--- src/dmc_pkg.sv ---
package dmc_pkg;
  localparam int unsigned DMC_CHANNELS     = 4;
  localparam int unsigned DMC_FIFO_DEPTH   = 8;
  localparam int unsigned DMC_FIFO_WIDTH   = 64;
  localparam int unsigned DMC_SLOT_BYTES   = 8;
  localparam int unsigned DMC_CLK_MHZ      = 50;

  localparam logic [15:0] DMC_GLOBAL_LO    = 16'hb150;
  localparam logic [15:0] DMC_GLOBAL_HI    = 16'hb154;
  localparam logic [15:0] DMC_IRQ_STATUS   = 16'hb160;
  localparam logic [15:0] DMC_IRQ_MASK     = 16'hb164;

  localparam int unsigned DMC_ERR_MSB      = 31;
  localparam int unsigned DMC_ERR_LSB      = 28;
  localparam int unsigned DMC_DONE_MSB     = 27;
  localparam int unsigned DMC_DONE_LSB     = 24;
  localparam int unsigned DMC_CNT_MSB      = 20;
  localparam int unsigned DMC_CNT_LSB      = 14;
  localparam int unsigned DMC_WP_MSB       = 13;
  localparam int unsigned DMC_WP_LSB       = 11;
  localparam int unsigned DMC_RP_MSB       = 10;
  localparam int unsigned DMC_RP_LSB       = 8;
  localparam int unsigned DMC_CLR_BIT      = 7;
  localparam int unsigned DMC_USE_MSB      = 6;
  localparam int unsigned DMC_USE_LSB      = 3;
  localparam int unsigned DMC_RR_BIT       = 1;
  localparam int unsigned DMC_EN_BIT       = 0;

  localparam logic [3:0]  DMC_FLAGS_RST    = 4'h0;
  localparam logic [6:0]  DMC_CNT_RST      = 7'h00;
  localparam logic [2:0]  DMC_PTR_RST      = 3'h0;
  localparam logic [3:0]  DMC_USE_RST      = 4'h0;
  localparam logic [7:0]  DMC_MASK_RST     = 8'h00;
  localparam logic [6:0]  DMC_SLOT_INC     = 7'h08;
  localparam logic [6:0]  DMC_CNT_FULL     = 7'h40;
endpackage

--- src/dmc_fifo_mem.sv ---
module dmc_fifo_mem
  import dmc_pkg::*;
#(
  parameter int unsigned WIDTH = DMC_FIFO_WIDTH,
  parameter int unsigned DEPTH = DMC_FIFO_DEPTH,
  parameter int unsigned AW    = $clog2(DEPTH)
) (
  input  wire logic             core_clk_i, // Clock
  input  wire logic             we_i,       // Write strobe
  input  wire logic [AW-1:0]    waddr_i,    // Write slot
  input  wire logic [WIDTH-1:0] wdata_i,    // Write data
  input  wire logic [AW-1:0]    raddr_i,    // Slot to show next cycle
  output logic      [WIDTH-1:0] rdata_o     // Registered read data
);
  logic [WIDTH-1:0] mem [DEPTH];
  logic [WIDTH-1:0] next_rdata;

  always_comb begin
    next_rdata = mem[raddr_i];
    if (we_i && (waddr_i == raddr_i)) begin
      next_rdata = wdata_i;
    end
  end

  always_ff @(posedge core_clk_i) begin
    if (we_i) begin
      mem[waddr_i] <= wdata_i;
    end
    rdata_o <= next_rdata;
  end
endmodule

--- src/dmc_master_ctrl.sv ---
// What this block does
// - Bits 31:28 read back a per-channel pending error interrupt flag, bit n for channel n.
// - Bits 27:24 read back a per-channel completion flag, set when a transfer or chain ends.
// - Bits 20:14 read back the number of bytes written into the FIFO and not yet read.
// - Bits 13:11 read back the FIFO slot that takes the next write.
// - Bits 10:8 read back the FIFO slot that supplies the next read.
// - While bit 7 is one the FIFO pointers and byte count are held at zero.
// - Bits 6:3 are writable enables telling each channel to pass dual address data through the FIFO.
// - With bit 1 set, arbitration rotates so the last served channel has the lowest priority.
// - With bit 1 clear, channel 0 has the highest priority and channel 3 the lowest.
// - The controller works only while bit 0 is one, and bit 0 resets to zero.
// - Reset clears every field of the register to zero.
// - A channel error or completion event sets that channel's bit in the matching flag group.
module dmc_master_ctrl
  import dmc_pkg::*;
#(
  parameter int unsigned NCH = DMC_CHANNELS
) (
  input  wire logic                      core_clk_i,       // 50 MHz clock
  input  wire logic                      rst_n_i,          // Synchronous reset, active low
  input  wire logic                      psel,             // APB select
  input  wire logic                      penable,          // APB access phase
  input  wire logic                      pwrite,           // APB direction
  input  wire logic [15:0]               paddr,            // APB byte address
  input  wire logic [31:0]               pwdata,           // APB write data
  output logic                           pready,           // APB ready
  output logic      [31:0]               prdata,           // APB read data
  output logic                           pslverr,          // APB error, unmapped address
  input  wire logic [NCH-1:0]            ch_err_evt_i,     // Channel error event pulses
  input  wire logic [NCH-1:0]            ch_done_evt_i,    // Channel completion event pulses
  input  wire logic [NCH-1:0]            ch_req_i,         // Channel bus requests
  input  wire logic                      arb_take_i,       // Granted channel starts its transfer
  output logic      [NCH-1:0]            ch_grant_o,       // One-hot grant
  output logic      [NCH-1:0]            channel_fifo_use_o, // Per-channel FIFO use enables
  output logic                           controller_enable_o, // Controller enabled
  input  wire logic                      fifo_wr_valid_i,  // FIFO write request
  output logic                           fifo_wr_ready_o,  // FIFO has room
  input  wire logic [DMC_FIFO_WIDTH-1:0] fifo_wr_data_i,   // Double word to write
  output logic                           fifo_rd_valid_o,  // FIFO holds data
  input  wire logic                      fifo_rd_ready_i,  // FIFO read request
  output logic      [DMC_FIFO_WIDTH-1:0] fifo_rd_data_o,   // Double word at the read slot
  output logic                           irq_o             // Level interrupt
);
  logic [NCH-1:0] channel_error_irq_flags, next_err;
  logic [NCH-1:0] channel_done_irq_flags, next_done;
  logic [6:0]     fifo_valid_byte_count, next_count;
  logic [2:0]     fifo_write_slot, next_wslot;
  logic [2:0]     fifo_read_slot, next_rslot;
  logic           fifo_clear, next_clear;
  logic [NCH-1:0] channel_fifo_use, next_use;
  logic           rotating_priority_select, next_rr;
  logic           controller_enable, next_en;
  logic [7:0]     irq_mask, next_mask;
  logic [1:0]     last_served, next_last;
  logic [31:0]    next_prdata;
  logic           next_slverr;
  logic           ctrl_rst;
  logic           setup, wr_acc;
  logic           push, pop;
  logic [1:0]     grant_idx;
  logic           grant_any;

  // Index of the first requester found walking upward from start
  function automatic logic [2:0] pick(input logic [NCH-1:0] req, input logic [1:0] start);
    logic [2:0] res;
    logic [1:0] idx;
    res = 3'b000;
    for (int i = NCH - 1; i >= 0; i--) begin
      idx = 2'(start + 2'(i));
      if (req[idx]) begin
        res = {1'b1, idx};
      end
    end
    return res;
  endfunction

  function automatic logic [31:0] decode_read(input logic [15:0] a, input logic [31:0] glob,
                                              input logic [7:0] st, input logic [7:0] mk);
    case (a)
      DMC_GLOBAL_LO:  decode_read = glob;
      DMC_IRQ_STATUS: decode_read = {24'h000000, st};
      DMC_IRQ_MASK:   decode_read = {24'h000000, mk};
      default:        decode_read = 32'h00000000;
    endcase
  endfunction

  function automatic logic mapped(input logic [15:0] a);
    mapped = (a == DMC_GLOBAL_LO) || (a == DMC_GLOBAL_HI) || (a == DMC_IRQ_STATUS) || (a == DMC_IRQ_MASK);
  endfunction

  assign ctrl_rst = !rst_n_i || !controller_enable;
  assign setup    = psel && !penable;
  assign wr_acc   = psel && penable && pwrite && mapped(paddr);
  assign pready   = 1'b1;

  assign fifo_wr_ready_o = controller_enable && !fifo_clear && (fifo_valid_byte_count != DMC_CNT_FULL);
  assign fifo_rd_valid_o = controller_enable && !fifo_clear && (fifo_valid_byte_count != DMC_CNT_RST);
  assign push = fifo_wr_valid_i && fifo_wr_ready_o;
  assign pop  = fifo_rd_valid_o && fifo_rd_ready_i;

  assign {grant_any, grant_idx} = pick(ch_req_i, rotating_priority_select ? 2'(last_served + 2'd1) : 2'd0);
  assign ch_grant_o = (controller_enable && grant_any) ? (NCH'(1) << grant_idx) : '0;
  assign channel_fifo_use_o  = channel_fifo_use;
  assign controller_enable_o = controller_enable;
  assign irq_o = |({channel_error_irq_flags, channel_done_irq_flags} & irq_mask);

  // Software-owned control fields
  always_comb begin
    next_clear = fifo_clear;
    next_use   = channel_fifo_use;
    next_rr    = rotating_priority_select;
    next_en    = controller_enable;
    next_mask  = irq_mask;
    if (wr_acc && paddr == DMC_GLOBAL_LO) begin
      next_clear = pwdata[DMC_CLR_BIT];
      next_use   = pwdata[DMC_USE_MSB:DMC_USE_LSB];
      next_rr    = pwdata[DMC_RR_BIT];
      next_en    = pwdata[DMC_EN_BIT];
    end
    if (wr_acc && paddr == DMC_IRQ_MASK) begin
      next_mask = pwdata[7:0];
    end
  end

  always_ff @(posedge core_clk_i) begin
    if (!rst_n_i) begin
      fifo_clear               <= 1'b0;
      channel_fifo_use         <= DMC_USE_RST;
      rotating_priority_select <= 1'b0;
      controller_enable        <= 1'b0;
      irq_mask                 <= DMC_MASK_RST;
    end else begin
      fifo_clear               <= next_clear;
      channel_fifo_use         <= next_use;
      rotating_priority_select <= next_rr;
      controller_enable        <= next_en;
      irq_mask                 <= next_mask;
    end
  end

  // Sticky flags: a new event wins over a write-one clear
  always_comb begin
    next_err  = channel_error_irq_flags;
    next_done = channel_done_irq_flags;
    if (wr_acc && paddr == DMC_IRQ_STATUS) begin
      next_err  = next_err & ~pwdata[7:4];
      next_done = next_done & ~pwdata[3:0];
    end
    next_err  = next_err | ch_err_evt_i;
    next_done = next_done | ch_done_evt_i;
  end

  // FIFO bookkeeping and arbitration history
  always_comb begin
    next_wslot = fifo_write_slot;
    next_rslot = fifo_read_slot;
    next_count = fifo_valid_byte_count;
    next_last  = last_served;
    if (push) begin
      next_wslot = 3'(fifo_write_slot + 3'd1);
      next_count = 7'(next_count + DMC_SLOT_INC);
    end
    if (pop) begin
      next_rslot = 3'(fifo_read_slot + 3'd1);
      next_count = 7'(next_count - DMC_SLOT_INC);
    end
    if (fifo_clear) begin
      next_wslot = DMC_PTR_RST;
      next_rslot = DMC_PTR_RST;
      next_count = DMC_CNT_RST;
    end
    if (arb_take_i && |ch_grant_o) begin
      next_last = grant_idx;
    end
  end

  always_ff @(posedge core_clk_i) begin
    if (ctrl_rst) begin
      channel_error_irq_flags <= DMC_FLAGS_RST;
      channel_done_irq_flags  <= DMC_FLAGS_RST;
      fifo_write_slot         <= DMC_PTR_RST;
      fifo_read_slot          <= DMC_PTR_RST;
      fifo_valid_byte_count   <= DMC_CNT_RST;
      last_served             <= 2'd3;
    end else begin
      channel_error_irq_flags <= next_err;
      channel_done_irq_flags  <= next_done;
      fifo_write_slot         <= next_wslot;
      fifo_read_slot          <= next_rslot;
      fifo_valid_byte_count   <= next_count;
      last_served             <= next_last;
    end
  end

  // Read data is captured in the setup cycle and shown during the access phase
  always_comb begin
    next_prdata = prdata;
    next_slverr = pslverr;
    if (setup) begin
      next_prdata = decode_read(paddr,
                      {channel_error_irq_flags, channel_done_irq_flags, 3'b000,
                       fifo_valid_byte_count, fifo_write_slot, fifo_read_slot,
                       fifo_clear, channel_fifo_use, 1'b0, rotating_priority_select, controller_enable},
                      {channel_error_irq_flags, channel_done_irq_flags}, irq_mask);
      next_slverr = !mapped(paddr);
    end
  end

  always_ff @(posedge core_clk_i) begin
    if (!rst_n_i) begin
      prdata  <= 32'h00000000;
      pslverr <= 1'b0;
    end else begin
      prdata  <= next_prdata;
      pslverr <= next_slverr;
    end
  end

  dmc_fifo_mem u_mem (
    .core_clk_i (core_clk_i),
    .we_i       (push),
    .waddr_i    (fifo_write_slot),
    .wdata_i    (fifo_wr_data_i),
    .raddr_i    (next_rslot),
    .rdata_o    (fifo_rd_data_o)
  );

  property p_err_read;
    @(posedge core_clk_i) disable iff (!rst_n_i)
    setup && !pwrite && paddr == DMC_GLOBAL_LO |=> prdata[31:28] == $past(channel_error_irq_flags);
  endproperty
  a_err_read: assert property (p_err_read) else $error("error flags misread");

  property p_done_read;
    @(posedge core_clk_i) disable iff (!rst_n_i)
    setup && !pwrite && paddr == DMC_GLOBAL_LO |=> prdata[27:24] == $past(channel_done_irq_flags);
  endproperty
  a_done_read: assert property (p_done_read) else $error("done flags misread");

  property p_count_up;
    @(posedge core_clk_i) disable iff (ctrl_rst)
    push && !pop && !fifo_clear |=> fifo_valid_byte_count == 7'($past(fifo_valid_byte_count) + 7'd8);
  endproperty
  a_count_up: assert property (p_count_up) else $error("byte count not raised by eight");

  property p_wslot;
    @(posedge core_clk_i) disable iff (ctrl_rst)
    push && !fifo_clear |=> fifo_write_slot == 3'($past(fifo_write_slot) + 3'd1);
  endproperty
  a_wslot: assert property (p_wslot) else $error("write slot not advanced");

  property p_rslot;
    @(posedge core_clk_i) disable iff (ctrl_rst)
    pop && !fifo_clear |=> fifo_read_slot == 3'($past(fifo_read_slot) + 3'd1);
  endproperty
  a_rslot: assert property (p_rslot) else $error("read slot not advanced");

  property p_clear;
    @(posedge core_clk_i) disable iff (!rst_n_i)
    fifo_clear |=> fifo_valid_byte_count == 7'h00 && fifo_write_slot == 3'h0 && fifo_read_slot == 3'h0;
  endproperty
  a_clear: assert property (p_clear) else $error("fifo not cleared");

  property p_use_write;
    @(posedge core_clk_i) disable iff (!rst_n_i)
    wr_acc && paddr == DMC_GLOBAL_LO |=> channel_fifo_use_o == $past(pwdata[6:3]);
  endproperty
  a_use_write: assert property (p_use_write) else $error("fifo use enables not written");

  property p_rotate;
    @(posedge core_clk_i) disable iff (!rst_n_i)
    controller_enable && rotating_priority_select && last_served == 2'd0 && ch_req_i == 4'hf
      |-> ch_grant_o == 4'h2;
  endproperty
  a_rotate: assert property (p_rotate) else $error("round robin order wrong");

  property p_fixed;
    @(posedge core_clk_i) disable iff (!rst_n_i)
    controller_enable && !rotating_priority_select && ch_req_i[0] |-> ch_grant_o == 4'h1;
  endproperty
  a_fixed: assert property (p_fixed) else $error("channel 0 not highest");

  property p_disabled;
    @(posedge core_clk_i) disable iff (!rst_n_i)
    !controller_enable |=> ch_grant_o == 4'h0 || $past(next_en);
  endproperty
  a_disabled: assert property (p_disabled) else $error("grant while disabled");

  property p_hold_reset;
    @(posedge core_clk_i) disable iff (!rst_n_i)
    !controller_enable ##1 !controller_enable |-> fifo_valid_byte_count == 7'h00 && channel_error_irq_flags == 4'h0;
  endproperty
  a_hold_reset: assert property (p_hold_reset) else $error("logic not held in reset");

  property p_reset;
    @(posedge core_clk_i) !rst_n_i |=> controller_enable == 1'b0 && channel_fifo_use == 4'h0 && !fifo_clear;
  endproperty
  a_reset: assert property (p_reset) else $error("fields not cleared by reset");

  property p_event;
    @(posedge core_clk_i) disable iff (ctrl_rst)
    ch_err_evt_i[2] |=> channel_error_irq_flags[2];
  endproperty
  a_event: assert property (p_event) else $error("error event lost");

  property p_high_zero;
    @(posedge core_clk_i) disable iff (!rst_n_i)
    setup && paddr == DMC_GLOBAL_HI |=> prdata == 32'h00000000;
  endproperty
  a_high_zero: assert property (p_high_zero) else $error("reserved word not zero");

  c_fifo_full: cover property (@(posedge core_clk_i) fifo_valid_byte_count == DMC_CNT_FULL);
  c_rr_grant:  cover property (@(posedge core_clk_i) rotating_priority_select && arb_take_i && ch_grant_o == 4'h8);
  c_irq:       cover property (@(posedge core_clk_i) irq_o);
endmodule

--- config.mk ---
export PLATFORM = sky130hd
export DESIGN_NAME = dmc_master_ctrl
export DESIGN_NICKNAME = d
export VERILOG_FILES = /design/src/dmc_pkg.sv /design/src/dmc_fifo_mem.sv /design/src/dmc_master_ctrl.sv
export SDC_FILE = /design/constraint.sdc
export NUM_CORES = 1
export LEC_CHECK = 0
export BUFFER_PORTS_ARGS = -buffer_cell sky130_fd_sc_hd__buf_2
export CAP_MARGIN = 15
export CORE_MARGIN = 2
export CORE_UTILIZATION = 61
export CTS_CLUSTER_SIZE = 8
export DETAILED_ROUTE_END_ITERATION = 10
export GPL_ROUTABILITY_DRIVEN = 0
export GPL_TIMING_DRIVEN = 0
export MAX_ROUTING_LAYER = met4
export PLACE_DENSITY_LB_ADDON = 0.15
export SLEW_MARGIN = 20
export SYNTH_ARGS = -nofsm -noshare
export SYNTH_HDL_FRONTEND = slang
export SYNTH_SLANG_ARGS = --single-unit
--- constraint.sdc ---
create_clock -name core_clk_i -period 14.15 [get_ports core_clk_i]
set_input_delay 1.415 -clock core_clk_i [delete_from_list [all_inputs] [get_ports core_clk_i]]
set_output_delay 1.415 -clock core_clk_i [all_outputs]
set_load 0.005 [all_outputs]
# Yosys cells after proc, flatten, opt, wreduce, memory -nomap -nowiden
# Memory sizes are Yosys's and may differ from the RTL's. A register that Yosys moved wholly into a read port is not among the register bits.
# Cells that the tools add are included.
# totals
latchBits	0
inputBits	132
regBits	71
memories	1
mem_bits_ro	0
output_inout_bits	110
elab_cells	89
ram_bits	512
# op_classes
add_sub_neg	8
bitwise_logic	7
shifts	1
n_reduce_logical	27
div	0
eq_ne	5
mul	0
n_mux	23
order_cmp	4
# memory_table
memory	words	width	read_ports	rd_ports_with_merged_regs	wr	line	text
u_mem.mem	8	64	1	1	1	dmc_fifo_mem.sv:15	logic [WIDTH-1:0] mem [DEPTH];
# op_table
op	n
$pmux W32 S3	1
$eq A16 B16 Y1 const B	4
$mux W3	6
$logic_and A1 B1 Y1	14
$mux W7	2
$lt A2 B3 Y1 const B	4
$mux W4	3
$and A4 B4 Y4	2
$and A8 B8 Y8	1
$bmux W1 S2	4
$not A4 Y4	2
$or A4 B4 Y4	2
$reduce_or A8 Y1	1
$add A7 B4 Y7 const B	1
$ne A7 B7 Y1 const B	1
$reduce_bool A7 Y1	1
$sub A7 B4 Y7 const B	1
$add A3 B1 Y3 const B	2
$mux W1	6
$logic_not A1 Y1	5
$add A2 B1 Y2 const B	2
$add A2 B2 Y2 const B	2
$logic_or A1 B1 Y1	4
$reduce_or A4 Y1	1
other kinds (3)	3

# Longest topological paths before layout
# logic_depth
ltp_word	13
depth_mapped	9
depth_no_buf	9

# Modules after synthesis
# Synthesis repeated with hierarchy kept, for this count alone.
# hier_totals
cells_unflattened	1106
area_unflattened_um2	22492.8
# modules_own_cells
module	instances	cells_each	seq_area_each_um2	area_each_um2
dmc_fifo_mem	1	755	15434.8	19326.0
dmc_master_ctrl	1	351	1241.2	3166.8

# Least setup slack after synthesis
# OpenSTA, ideal clock, no wires.
# synth_path
path_type	in2reg
startpoint	input port fifo_wr_valid_i
endpoint	memory u_mem.mem[0][0] (netlist name), enable pin
path_buffers	0
setup_slack_ns	5.709
arrival_ns	7.797
setup_ns	0.644
path_stages	3
t_required_ns	13.506
path_cell_list	and3b_1 -> nand2_1 -> nor4_1
# synth_between
elab_chain_len	3
# synth_rtl
element	line	text
start: declaration	dmc_master_ctrl.sv:36	input wire logic fifo_wr_valid_i,
$logic_and A1 B1 Y1	dmc_master_ctrl.sv:98	assign push = fifo_wr_valid_i && fifo_wr_ready_o;
$mux W1	dmc_fifo_mem.sv:26	if (we_i) begin
$mux W1 (implied by the code)	dmc_fifo_mem.sv:27	mem[waddr_i] <= wdata_i;
end: declaration	dmc_fifo_mem.sv:15	
# No other way between the ends.

==> metrics.txt <==
outcome finished, final reports clean; Post-synth EDFFs about 510; die area between 30,000 and 40,000 um^2; count of final setup violators 0; CP required approximately 13 ns; sequential share of the synthesized area 0.742; setup ws final 9.64 ns; layout cells sized above 1 0.390; Inst Count DP ~1,900; Max Cap Viol 0; Post-CTS Hold Fix Bufs 0; P_int 2930 uW; Synth Flop Type edfxtp_1; count leader, synth edfxtp_1; Hold WC Path Type flip-flop to flip-flop; CTS Buf Count ~80; ranking of synthesized cells by area edfxtp_1 68%, mux4_2 13%, dfxtp_1 5.8%; GR met2 Demand/Resource 0.423; share of the synthesized area in the top cell type 0.684; Ports ~240; Global Route Usage Sum 0.267; number of setup buffers added after CTS 0; Logic pwr share 0.014; vias in the first global route between 10,000 and 15,000; CP Max Fanout 10; CP Launch Type flip-flop; Synth Register Bits approximately 580; Slew @ Worst Pin about 0.95 ns; Syn. warnings 0; Clock Skew approximately 0.022 ns; CTS max path bufs 3; clk sinks roughly 580; clk_lat worst skew about 0.58 ns; CP top delay family buffers and inverters; GR met1 Demand/Resource 0.354; PD cells between 100 and 150 nW/um^2; Setup CP Type flip-flop to primary output; Die Wd about 200 um; Core Util, Final 0.743; Crit. End Element primary output; Reg2Reg Depth 9; Tcrit/Tclk final 0.319; setup slack, reg-to-reg between 10 and 15 ns; global-route wire length before repair roughly 74 mm; Iter 0 DRT Violations around 1,100; Peak Freq approximately 0.22 GHz; met3 usage 0.0557; CP max stage cell clkbuf_1; synthesized cell area 22,500 um^2; Distinct cells, synth between 50 and 60; TritonCTS clock tree yes; Via density 6.14; Initial Utilization 0.617; First-pass DRT Iterations 5; Synth top cells by count 512 x edfxtp_1, 128 x mux4_2, 72 x mux2_2, 65 x dfxtp_1, 43 x clkbuf_1; average wire per cell in the routed design roughly 24 um; DRT antenna net count 0; fin crit period 4.51 ns; Synth area leader edfxtp_1; LEAKAGE just over 0.009 uW; initial antenna violation count 9; fillers 2,117; pre-CTS setup slack 9.96 ns; sw frac 0.193; cell chain of the critical path clkbuf_1 -> buf_2 -> mux4_2 -> mux2_2 -> buf_2; Layout area overhead 20.5%; NetSw ~700 uW; Vias between 10,000 and 15,000; I/O Buffers 209; Die Y-Extent between 150 and 200 um; cell area after placement 24,800 um^2; unrepaired setup endpoints after global routing false; Design Area, Final roughly 27,000 um^2; Root Driver clkbuf_16; Nets approximately 1,600; H-tree levels 3; peak supply drop about 0.11 mV; Post-synth ARST share 0; Sequential Power Share 0.512; residual DRC count 0; synthesized instance count 1,147; dpl hpwl between 30 and 40 mm; Routed WL just under 50 mm; Avg Cell Area, Syn around 20 um^2; remaining global-route overflow 0; GRT busiest layer met2; clock-pin slew on the worst setup and hold paths about 0.050 ns; CP max stage delay 0.67 ns; largest net degree at the start of global routing 20; CP arrival 3.09 ns; Hold Crit Depth 2; post-cts sizing count 0; most used cell, CP buf_2; clock power share 0.474; Crit. path cell count 5; # rows 70; Final Non-Filler Cells between 2,000 and 2,500; Final Hold Viols 0; worst rel slew slack 0.362; max-slew violations 0; core area between 30,000 and 40,000 um^2; WP buf/inv 3
[power groups by stage]
stage | sequential (uW) | clock, uW | combinational (uW)
2_1_floorplan | 1890 | 0 | 12.4
3_3_place_gp | 1890 | 0 | 45.8
3_5_place_dp | 1890 | 0 | 49.3
4_1_cts | 1860 | 1750 | 50.0
5_1_grt | 1850 | 1820 | 55.9
6_report | 1860 | 1720 | 50.7
[through the flow]
stage | hold WS [ns] | total power (uW) | TNS, ns
3_5_place_dp | 0.449 | 1940 | 0
3_3_place_gp | 0.439 | 1930 | -11.87
4_1_cts | 0.453 | 3650 | 0
2_1_floorplan | 0.448 | 1900 | 0
5_1_grt | 0.480 | 3730 | 0
6_report | 0.455 | 3630 | 0
[per-layer routing]
layer / vias up / share of wire
met2: 532 / 0.50
li1: 5423 / -
met3: 92 / 0.074
met5: - / 0
met4: 0 / 0.025
met1: 6243 / 0.40
[area by class of cell]
class                   instances  area (um^2)  share of cell area
diodes                         11         27.5             0.00102
plain buffers                  69          305              0.0113
clock buffers                  96         2150              0.0793
clock inverters                 6         71.3             0.00263
inverters                      13         48.8             0.00180
multi-input cells             493         5500               0.203
flip-flops and latches        577        16700               0.616
well taps                     468          586              0.0216
repair buffers                268         1710              0.0630
[registers in the layout (all words and copies together), names as in the netlist, 2 cells and up, named ones only]
| signal | cells |
|---|---|
| channel_fifo_use_o | 4 |
| fifo_valid_byte_count | 4 |
| fifo_read_slot | 3 |
| fifo_write_slot | 3 |
| irq_mask | 8 |
| channel_done_irq_flags | 4 |
| u_mem.mem | 512 |
| prdata | 26 |
| channel_error_irq_flags | 4 |
| last_served | 2 |
[kinds of logic after synthesis]
group / count (synthesis) / share of synthesized area
flops: 577 / 0.742
mux: 203 / 0.166
simple gates: 170 / 0.0422
compound gates: 100 / 0.0271
buf+inv: 82 / 0.0158
xor+xnor: 8 / 0.00373
fa+ha+maj: 5 / 0.00278
other cells: 2 / 0.000334
[worst register-to-register path, cell delays in order (launching register included)]
cell and delay [ns]:
dfxtp_1 0.50, inv_1 0.12, ha_1 0.25, and3b_1 0.20, nor2_1 0.41, nand2_1 0.36, nor3_2 0.67, buf_4 0.33
buf_6 0.17, buf_6 0.16
[worst paths after layout]
kind,startpoint,end
worst max-delay path,flip-flop,fifo_rd_data_o[16]
worst min-delay path,prdata[13]$_SDFFE_PN0P_,prdata[13]$_SDFFE_PN0P_
worst max register to register,fifo_valid_byte_count[3]$_SDFF_PP0_,u_mem.mem[2][40]$_DFFE_PP_
worst min register to register,prdata[13]$_SDFFE_PN0P_,prdata[13]$_SDFFE_PN0P_
[cells in the final DEF (no fill, tap or decap), types with 25 or more instances in the layout]
cell type and n:
nor2_1 25, dfxtp_1 65, clkbuf_16 84, nand2_1 35, clkbuf_1 55, a21oi_1 40
buf_4 37, mux2_2 72, buf_2 235, mux4_2 128, nand4_1 33, edfxtp_1 512
No activity file was read; power rests on OpenSTA's default activity.
